--- config.mk ---
export PLATFORM = sky130hd
export DESIGN_NAME = edm_top
export DESIGN_NICKNAME = d
export VERILOG_FILES = /design/src/include/edm_pkg.sv /design/src/rtl/edm_top.sv /design/src/rtl/edm_divider.sv /design/src/rtl/edm_microinc.sv
export VERILOG_INCLUDE_DIRS = /design/src /design/src/include
export SDC_FILE = /design/constraint.sdc
export NUM_CORES = 2
export LEC_CHECK = 0
export ABC_AREA = 1
export BUFFER_PORTS_ARGS = -buffer_cell sky130_fd_sc_hd__buf_2
export CORE_ASPECT_RATIO = 1.4
export CORE_MARGIN = 3
export CORE_UTILIZATION = 58
export CTS_CLUSTER_DIAMETER = 80
export CTS_CLUSTER_SIZE = 10
export DETAILED_ROUTE_END_ITERATION = 16
export GPL_ROUTABILITY_DRIVEN = 0
export GPL_TIMING_DRIVEN = 0
export MAX_ROUTING_LAYER = met4
export PLACE_DENSITY_LB_ADDON = 0.05
export SKIP_LAST_GASP = 1
export SYNTH_ARGS = -nofsm -noshare
export SYNTH_HDL_FRONTEND = slang
export SYNTH_SLANG_ARGS = --single-unit
--- constraint.sdc ---
create_clock -name core_clk -period 6.6 [get_ports core_clk]
set_clock_uncertainty 0.2 [all_clocks]
set_input_delay 1.98 -clock core_clk [delete_from_list [all_inputs] [get_ports core_clk]]
set_output_delay 1.98 -clock core_clk [all_outputs]
set_load 0.02 [all_outputs]
--- src/include/edm_defs.svh ---
`ifndef EDM_DEFS_SVH
`define EDM_DEFS_SVH

// Time base
`define EDM_TB_RES_NS 10
`define EDM_CLK_NS 25
// Timer steps in half-resolution units (5 ns) per core clock
`define EDM_TB_STEP ((2 * `EDM_CLK_NS) / `EDM_TB_RES_NS)

// Interpolation stall limit
`define EDM_STALL_NS 1340
`define EDM_STALL_UNITS (`EDM_STALL_NS / `EDM_TB_RES_NS)

// Duty ratio scale and reset values
`define EDM_DUTY_FULL 16'h2710
`define EDM_DUTY_RST 16'h0000
`define EDM_MIN_RST 16'h2710
`define EDM_MAX_RST 16'h0000
`define EDM_DUTY_SCALE_BITS 14

// Command object request codes
`define EDM_CMD_MIN_CH1 16'h9130
`define EDM_CMD_MAX_CH1 16'h9140
`define EDM_CMD_MIN_CH2 16'h9131
`define EDM_CMD_MAX_CH2 16'h9141

// Micro-increments
`define EDM_SUB_BITS 8
`define EDM_SUB_STEPS 256
`define EDM_EPP_X4 3'h4
`define EDM_EPP_X2 3'h2
`define EDM_EPP_X1 3'h1

// Timestamps
`define EDM_TS_BITS 64
`define EDM_TS_COMPACT_MASK 64'h0000_0000_FFFF_FFFF

`endif

--- src/include/edm_pkg.sv ---
`include "edm_defs.svh"

package edm_pkg;

  typedef enum logic [1:0] {
    EDM_EVAL_X4,
    EDM_EVAL_X1,
    EDM_EVAL_X2
  } edm_eval_t;

  typedef enum logic {
    EDM_DIV_IDLE,
    EDM_DIV_RUN
  } edm_div_state_t;

  function automatic logic edm_rise(input logic now, input logic prev);
    return now & ~prev;
  endfunction

  function automatic logic edm_fall(input logic now, input logic prev);
    return ~now & prev;
  endfunction

  function automatic logic [`EDM_TS_BITS-1:0] edm_ts_fit(input logic [`EDM_TS_BITS-1:0] t,
                                                       input logic compact);
    return compact ? (t & `EDM_TS_COMPACT_MASK) : t;
  endfunction

endpackage

--- src/rtl/edm_top.sv ---
`timescale 1ns/1ps
`default_nettype none

module edm_top
  import edm_pkg::*;
#(
  parameter int CH = 0,
  parameter int TW = 24,
  parameter int CW = 32
)(
  input wire logic core_clk,
  input wire logic rst,
  input wire logic enc_a,
  input wire logic enc_b,
  input wire logic enc_c,
  input wire logic latch_in,
  input wire logic gate_in,
  input wire logic [CW-1:0] count_in,
  input wire logic [`EDM_TS_BITS-1:0] dc_time,
  input wire logic cycle_strobe,
  input wire logic cmd_valid,
  input wire logic [15:0] cmd_code,
  input wire logic [1:0] eval_mode,
  input wire logic micro_en,
  input wire logic compact_ts,
  input wire logic latch_c_en,
  input wire logic latch_rise_en,
  input wire logic latch_fall_en,
  input wire logic latch2_rise_en,
  input wire logic latch2_fall_en,
  output logic [15:0] duty_ratio_value,
  output logic [15:0] duty_ratio_lowest,
  output logic [15:0] duty_ratio_highest,
  output logic [CW-1:0] count_report,
  output logic interp_stall,
  output logic [`EDM_TS_BITS-1:0] ts_count,
  output logic [`EDM_TS_BITS-1:0] ts_zero,
  output logic [`EDM_TS_BITS-1:0] ts_latch,
  output logic [`EDM_TS_BITS-1:0] ts_latch2,
  output logic [CW-1:0] latch_value,
  output logic [CW-1:0] latch2_value
);

  localparam int HW = TW + 1;
  localparam int NW = TW + `EDM_DUTY_SCALE_BITS;
  localparam logic [HW-1:0] HMAX = '1;
  localparam logic [15:0] CLR_MIN_CODE = (CH == 0) ? `EDM_CMD_MIN_CH1 : `EDM_CMD_MIN_CH2;
  localparam logic [15:0] CLR_MAX_CODE = (CH == 0) ? `EDM_CMD_MAX_CH1 : `EDM_CMD_MAX_CH2;

  // Previous input levels for edge detection: gate, latch, C, B, A
  logic [4:0] prev_lvl;

  wire a_rise = edm_rise(enc_a, prev_lvl[0]);
  wire a_fall = edm_fall(enc_a, prev_lvl[0]);
  wire b_any = edm_rise(enc_b, prev_lvl[1]) | edm_fall(enc_b, prev_lvl[1]);
  wire c_rise = edm_rise(enc_c, prev_lvl[2]);
  wire l_rise = edm_rise(latch_in, prev_lvl[3]);
  wire l_fall = edm_fall(latch_in, prev_lvl[3]);
  wire g_rise = edm_rise(gate_in, prev_lvl[4]);
  wire g_fall = edm_fall(gate_in, prev_lvl[4]);

  always_ff @(posedge core_clk) begin
    if (rst) begin
      prev_lvl <= '0;
    end else begin
      prev_lvl <= {gate_in, latch_in, enc_c, enc_b, enc_a};
    end
  end

  // Track A timing. The timer runs in 5 ns units because 25 ns is not a
  // whole multiple of 10 ns; dropping its low bit gives 10 ns resolution.
  logic [HW-1:0] since_rise;
  logic rise_seen;
  logic fall_seen;
  logic [TW-1:0] ton_hold;
  logic [TW-1:0] period_q;
  logic period_ok;

  wire [HW:0] since_next = {1'b0, since_rise} + (HW+1)'(`EDM_TB_STEP);
  wire overlong = (since_rise == HMAX);
  wire [TW-1:0] since_10ns = since_rise[HW-1:1];
  wire period_done = a_rise && rise_seen && fall_seen && !overlong;

  always_ff @(posedge core_clk) begin
    if (rst) begin
      since_rise <= '0;
      rise_seen <= 1'b0;
      fall_seen <= 1'b0;
      ton_hold <= '0;
      period_q <= '0;
      period_ok <= 1'b0;
    end else begin
      // 5 ns time base, read out at 10 ns
      // The rise sample already closes one clock of the new interval
      if (a_rise) begin
        since_rise <= HW'(`EDM_TB_STEP);
      end else if (!since_next[HW]) begin
        since_rise <= since_next[HW-1:0];
      end else begin
        since_rise <= HMAX;
      end
      if (a_rise) begin
        rise_seen <= 1'b1;
        fall_seen <= 1'b0;
        period_q <= since_10ns;
        period_ok <= rise_seen && !overlong;
      end else if (overlong) begin
        period_ok <= 1'b0;
      end
      // high time up to falling edge
      if (a_fall && rise_seen && !fall_seen) begin
        ton_hold <= since_10ns;
        fall_seen <= 1'b1;
      end
    end
  end

  // Completed periods queue for the divider; a newer one replaces any waiting
  logic pend;
  logic [TW-1:0] pend_ton;
  logic [TW-1:0] pend_per;
  logic div_busy;
  logic div_done;
  logic [NW-1:0] div_quot;

  wire div_start = pend && !div_busy;
  // high time times 10000 over period
  wire [NW-1:0] div_num = NW'(pend_ton) * NW'(`EDM_DUTY_FULL);

  always_ff @(posedge core_clk) begin
    if (rst) begin
      pend <= 1'b0;
      pend_ton <= '0;
      pend_per <= '0;
    end else begin
      if (div_start) begin
        pend <= 1'b0;
      end
      if (period_done) begin
        pend <= 1'b1;
        pend_ton <= ton_hold;
        pend_per <= since_10ns;
      end
    end
  end

  edm_divider #(
    .NW(NW),
    .DW(TW)
  ) u_div (
    .core_clk(core_clk),
    .rst(rst),
    .start(div_start),
    .num(div_num),
    .den(pend_per),
    .busy(div_busy),
    .done(div_done),
    .quot(div_quot)
  );

  // Rounding of the divider can never exceed full scale, but clamp anyway
  wire quot_over = (|div_quot[NW-1:16]) || (div_quot[15:0] > `EDM_DUTY_FULL);
  wire [15:0] quot_clamped = quot_over ? `EDM_DUTY_FULL : div_quot[15:0];

  logic [15:0] last_duty;
  logic fresh;

  always_ff @(posedge core_clk) begin
    if (rst) begin
      last_duty <= `EDM_DUTY_RST;
      fresh <= 1'b0;
    end else begin
      if (cycle_strobe) begin
        fresh <= 1'b0;
      end
      if (div_done) begin
        last_duty <= quot_clamped;
        fresh <= 1'b1;
      end
    end
  end

  // Publish and extremes. A clear of the highest and a publish in the same cycle
  // leave the new value in play; a clear of the lowest loads 0 regardless.
  // last period of the cycle
  wire publish = cycle_strobe && fresh;
  wire clr_min = cmd_valid && (cmd_code == CLR_MIN_CODE);
  wire clr_max = cmd_valid && (cmd_code == CLR_MAX_CODE);
  wire [15:0] min_base = clr_min ? 16'h0000 : duty_ratio_lowest;
  wire [15:0] max_base = clr_max ? 16'h0000 : duty_ratio_highest;
  wire [15:0] next_min = (publish && (last_duty < min_base)) ? last_duty : min_base;
  wire [15:0] next_max = (publish && (last_duty > max_base)) ? last_duty : max_base;

  always_ff @(posedge core_clk) begin
    if (rst) begin
      duty_ratio_value <= `EDM_DUTY_RST;
      duty_ratio_lowest <= `EDM_MIN_RST;
      duty_ratio_highest <= `EDM_MAX_RST;
    end else begin
      if (publish) begin
        duty_ratio_value <= last_duty;
      end
      duty_ratio_lowest <= next_min;
      duty_ratio_highest <= next_max;
    end
  end

  // Counting edges per evaluation setting
  logic count_edge;
  logic [2:0] epp;

  always_comb begin
    case (edm_eval_t'(eval_mode))
      EDM_EVAL_X1: begin
        count_edge = a_rise;
        epp = `EDM_EPP_X1;
      end
      EDM_EVAL_X2: begin
        count_edge = a_rise | a_fall;
        epp = `EDM_EPP_X2;
      end
      default: begin
        count_edge = a_rise | a_fall | b_any;
        epp = `EDM_EPP_X4;
      end
    endcase
  end

  logic [`EDM_SUB_BITS-1:0] sub;
  logic stall;

  edm_microinc #(
    .TW(TW)
  ) u_micro (
    .core_clk(core_clk),
    .rst(rst),
    .count_edge(count_edge),
    .period(period_q),
    .period_ok(period_ok),
    .epp(epp),
    .sub(sub),
    .stall(stall)
  );

  wire [`EDM_SUB_BITS-1:0] sub_shown = stall ? '0 : sub;
  wire [CW-1:0] count_shown = micro_en ? {count_in[CW-`EDM_SUB_BITS-1:0], sub_shown} : count_in;

  logic [`EDM_TS_BITS-1:0] ts_edge_hold;

  always_ff @(posedge core_clk) begin
    if (rst) begin
      ts_edge_hold <= '0;
      count_report <= '0;
      interp_stall <= 1'b0;
      ts_count <= '0;
    end else begin
      if (count_edge) begin
        ts_edge_hold <= dc_time;
      end
      if (cycle_strobe) begin
        count_report <= count_shown;
        interp_stall <= stall;
        ts_count <= edm_ts_fit(ts_edge_hold, compact_ts);
      end
    end
  end

  // Captures. Zero pulse and external input share one capture value; if both
  // fire in one cycle the external input's count is kept.
  wire cap_c = latch_c_en && c_rise;
  wire cap_l = (latch_rise_en && l_rise) || (latch_fall_en && l_fall);
  wire cap_g = (latch2_rise_en && g_rise) || (latch2_fall_en && g_fall);

  always_ff @(posedge core_clk) begin
    if (rst) begin
      latch_value <= '0;
      latch2_value <= '0;
      ts_zero <= '0;
      ts_latch <= '0;
      ts_latch2 <= '0;
    end else begin
      if (cap_c) begin
        latch_value <= count_shown;
        ts_zero <= edm_ts_fit(dc_time, compact_ts);
      end
      if (cap_l) begin
        latch_value <= count_shown;
        ts_latch <= edm_ts_fit(dc_time, compact_ts);
      end
      if (cap_g) begin
        latch2_value <= count_shown;
        ts_latch2 <= edm_ts_fit(dc_time, compact_ts);
      end
    end
  end

endmodule

`default_nettype wire

--- src/rtl/edm_divider.sv ---
`timescale 1ns/1ps
`default_nettype none

module edm_divider
  import edm_pkg::*;
#(
  parameter int NW = 38,
  parameter int DW = 24
)(
  input wire logic core_clk,
  input wire logic rst,
  input wire logic start,
  input wire logic [NW-1:0] num,
  input wire logic [DW-1:0] den,
  output logic busy,
  output logic done,
  output logic [NW-1:0] quot
);

  edm_div_state_t state;
  logic [NW-1:0] n;
  logic [DW-1:0] d;
  logic [DW-1:0] r;
  logic [$clog2(NW+1)-1:0] cnt;

  // Restoring division, one quotient bit per clock; a zero divisor yields all ones only when num fits in DW bits
  wire [DW:0] shifted = {r, n[NW-1]};
  wire [DW:0] diff = shifted - {1'b0, d};
  wire fits = ~diff[DW];
  wire last_step = (cnt == ($clog2(NW+1))'(1));

  assign busy = (state == EDM_DIV_RUN);

  always_ff @(posedge core_clk) begin
    if (rst) begin
      state <= EDM_DIV_IDLE;
      n <= '0;
      d <= '0;
      r <= '0;
      cnt <= '0;
      done <= 1'b0;
      quot <= '0;
    end else begin
      done <= 1'b0;
      case (state)
        EDM_DIV_IDLE: begin
          if (start) begin
            n <= num;
            d <= den;
            r <= '0;
            cnt <= ($clog2(NW+1))'(NW);
            state <= EDM_DIV_RUN;
          end
        end
        EDM_DIV_RUN: begin
          r <= fits ? diff[DW-1:0] : shifted[DW-1:0];
          n <= {n[NW-2:0], fits};
          cnt <= cnt - ($clog2(NW+1))'(1);
          if (last_step) begin
            quot <= {n[NW-2:0], fits};
            done <= 1'b1;
            state <= EDM_DIV_IDLE;
          end
        end
        default: state <= EDM_DIV_IDLE;
      endcase
    end
  end

endmodule

`default_nettype wire

--- src/rtl/edm_microinc.sv ---
`timescale 1ns/1ps
`default_nettype none

module edm_microinc
  import edm_pkg::*;
#(
  parameter int TW = 24
)(
  input wire logic core_clk,
  input wire logic rst,
  input wire logic count_edge,
  input wire logic [TW-1:0] period,
  input wire logic period_ok,
  input wire logic [2:0] epp,
  output logic [`EDM_SUB_BITS-1:0] sub,
  output logic stall
);

  localparam int AW = TW + 16;
  localparam logic [`EDM_SUB_BITS-1:0] SUB_MAX = '1;

  logic [AW-1:0] acc;

  // Phase advances by elapsed time times 256 edges-per-period; one sub-step
  // each time it passes the period (both in 5 ns units)
  wire [AW-1:0] step = AW'(`EDM_TB_STEP) * AW'(`EDM_SUB_STEPS) * AW'(epp);
  wire [AW-1:0] thresh = AW'({period, 1'b0});
  wire [AW-1:0] acc_next = acc + step;
  wire crossed = period_ok && (acc_next >= thresh);
  wire room = (sub != SUB_MAX);

  always_ff @(posedge core_clk) begin
    if (rst || count_edge) begin
      acc <= '0;
      sub <= '0;
    end else if (crossed && room) begin
      acc <= acc_next - thresh;
      sub <= sub + `EDM_SUB_BITS'(1);
    end else if (period_ok && room) begin
      acc <= acc_next;
    end
  end

  always_ff @(posedge core_clk) begin
    if (rst) begin
      stall <= 1'b0;
    end else begin
      stall <= period_ok && (period <= TW'(`EDM_STALL_UNITS));
    end
  end

endmodule

`default_nettype wire

==> summary.txt <==
Status
  • Outcome: finished, final reports clean

Clock tree
  • Reg clk slew, reported paths: 0.05 ns
  • # clock sinks: 792
  • H-tree levels: 3
  • Root Buffer: clkbuf_16
  • Cts repair resizes: 0
  • CTS Buf Count: 89
  • Post-cts hold buffer count: 0
  • Worst-skew pair later-pin latency: 0.67 ns
  • Post-CTS setup buffer count: 0
  • Deepest clock path buffer count: 3
  • CTS tree: done

Timing
  • F_max: 161 MHz
  • Fin. Hold Viols: 0
  • Setup TNS Final: 0 ns
  • Final setup vio count: 0
  • Slack of the critical path: 0.407 ns
  • Period utilization: 93.8%
  • Slew Viols, Final: 0
  • Relative slew slack: 18.8%
  • Min Hold Slack: 0.246 ns
  • RSZ-0062 raised after global routing: no
  • Crit path time final: 6.19 ns
  • Tightest Pin Transition: 1.22 ns

Route
  • Residual DRC count: 0
  • DR top layer: met4
  • Met3 Routed Length: 12.8 mm
  • WL/cell: 21.2 um
  • WL met2: 67.5 mm
  • Drt first-iter violations: 3,802
  • Pre-antenna DRT Iters: 6
  • Vias: 38,700
  • Drt total wl: 142 mm
  • Detail Route Antenna Nets: 0
  • Vias/cell: 5.76
  • Met1 wire length: 50.9 mm

Flow run
  • Max cap viols: 0

Final layout
  • Final core utilization: 68.2%
  • Ratio of cells with drive above 1 in the final layout: 12.3%
  • Nets: 6,240
  • Area grow syn2layout: 15.9%
  • Final cell count without fillers: 6,722

Logic synthesis
  • Mapped Nets: 5,620
  • Cell variety after synth: 61
  • Most frequent cell after synthesis: nor2_1
  • Largest cells by area after synthesis: dfxtp_1 (41%), o21ai_0 (8.5%), nor2_1 (8.3%)
  • Top-area cell type share of the netlist area: 41.0%
  • Cell area after synthesis: 38,600 um^2
  • Commonest cells in the netlist: nor2_1 (856), dfxtp_1 (792), nand2_1 (703)
  • FFs w/ async S/R, synth: 0%
  • Seq/Total Area, Yosys: 41.0%
  • Flip-flop and latch count after synthesis: 792
  • Yosys top cell by area: dfxtp_1
  • Cells after Synth: 5,239
  • EDFF count, synth: 0
  • Ys flop type: dfxtp_1
  • Post-Syn Area per Cell: 7.37 um^2
  • Yosys warnings: 0

Floorplan
  • Starting density of the core: 58.8%
  • Die Footprint: 69,800 um^2
  • Num ports: 531
  • Die H: 311 um
  • CORE AREA: 65,700 um^2
  • Die X: 224 um
  • Num rows: 111

Global routing
  • Initial antenna violation count: 10
  • Largest net degree at the start of global routing: 15
  • First-pass GRT wire length: 212 mm
  • Vias in the first global route: 37,200
  • Remaining Overflow, GRT: 0
  • Overall routing resource usage: 40.5%

Pwr
  • Peak VDD IR: 205 uV
  • Pwr Density: 252 nW/um^2
  • Leakage: 21.4 nW

Setup path
  • Reg2Reg Depth: 19
  • R2R Path Start: pend_ton[4]
  • Crit path DAT: 6.58 ns
  • Setup crit end kind: flip-flop
  • Crit path required time: 6.99 ns
  • FF-to-FF End: u_div.n[23]
  • WS Path Type: primary input to flip-flop
  • R2R setup slack: 1.18 ns
  • CP max FO: 10
  • Crit path launch type: primary input

Placement
  • Setup WS pre-CTS: -0.0682 ns
  • Port Buf Inserts: 529
  • Placed cell count: 6,615
  • Detailed placement HPWL: 113 mm

Hold path
  • Worst Hold Path EP: u_div.quot[32]
  • Worst Hold Launch: u_div.quot[32]
  • Hold Path Class: flip-flop to flip-flop
  • Hold Path Cell Cnt: 2
-- where the power goes --
part	total [W]	switching, W	internal [W]	leakage [nW]
registers	0.00519	0.000166	0.00503	6.48
logic	0.00171	0.00122	0.000485	13.8
clock network	0.00439	0.00198	0.00241	1.17
-- cell type report --
class	instances	area (um^2)
sequential	792	15900
inverter	596	2240
antenna	9	22.5
multi-input combinational	3579	19500
timing repair buffer	529	2650
fill	5776	20900
tap	847	1060
buffer	272	1080
clock inverter	8	181
clock buffer	90	2230
-- cells in the final DEF, fill, tap and decap left out, types with 59 or more instances in the layout --
| master | count |
|---|---|
| buf_2 | 534 |
| dfxtp_1 | 792 |
| inv_1 | 578 |
| ha_1 | 189 |
| o211ai_1 | 59 |
| clkbuf_16 | 89 |
| nor2_1 | 856 |
| fa_1 | 62 |
| nand3_1 | 170 |
| a21oi_1 | 468 |
| clkbuf_1 | 246 |
| nand2_1 | 703 |
| o21ai_0 | 653 |
-- worst max path at each step --
stage	startpoint	end	slack, ns	cells past startpoint
after floorplan	eval_mode[1]	u_micro.acc[35]	1.11	25
after global placement	eval_mode[0]	u_micro.acc[12]	-0.04	26
after detailed placement	eval_mode[0]	u_micro.acc[12]	-0.07	26
after CTS	eval_mode[0]	u_micro.acc[11]	0.60	26
after global routing	eval_mode[0]	u_micro.acc[35]	0.03	28
final	eval_mode[0]	u_micro.acc[11]	0.41	26
-- metrics by stage --
stage,power [W],instance area [um^2]
finish,0.0113,44800
detailed placement,0.00694,42300
global placement,0.00692,42300
CTS,0.0112,44800
floorplan,0.00626,38600
global route,0.0116,44800
-- state kept, by name (all words and copies together), names as in the netlist, 8 cells and up --
register and count:
duty_ratio_value 16, u_micro.acc 39, latch2_value 32, last_duty 16
ts_zero 64, latch_value 32, ts_latch2 64, u_micro.sub 8
since_rise 25, ts_count 64, pend_per 24, ton_hold 24
u_div.quot 38, u_div.d 24, period_q 24, ts_latch 64
pend_ton 24, duty_ratio_highest 16, u_div.n 38, count_report 32
duty_ratio_lowest 16, ts_edge_hold 64, u_div.r 24
-- cells by family (layout without fill, tap and decap cells) --
logic type,Yosys count,in the layout,synth area share (%)
and+or+nand+nor,1890,1890,20.2
AOI/OAI and AO/OA,1346,1346,18.8
buffers and inverters,868,1495,8.60
DFF,792,792,41.0
adders and majority gates,251,251,9.33
xor gates and xnor gates,92,92,2.09
other,0,9,0
-- critical path: stages --
cell and delay [ns]:
buf_2 0.10, inv_1 0.06, ha_1 0.34, and3_1 0.17, ha_1 0.31, nand2_1 0.09
inv_2 0.07, nand2_1 0.07, inv_1 0.05, nand2_1 0.06, a21oi_1 0.42, xor2_1 0.19
ha_1 0.45, nand2_1 0.12, nor2_1 0.29, nand4_1 0.15, nor3_1 0.44, inv_1 0.08
nor2_1 0.12, nand2_1 0.06, nor2_1 0.11, nand2_2 0.09, nand3_4 0.15, buf_2 0.29
nand2_1 0.13, a31oi_1 0.19
-- metal layers --
layer  vias to the layer above  global-route usage [%]
li1                      18300                       -
met1                     18000                    43.7
met2                      1827                    67.2
met3                       534                    8.86
met4                         0                    26.4
met5                         -                       -
Power figures use the tool's default switching activity.
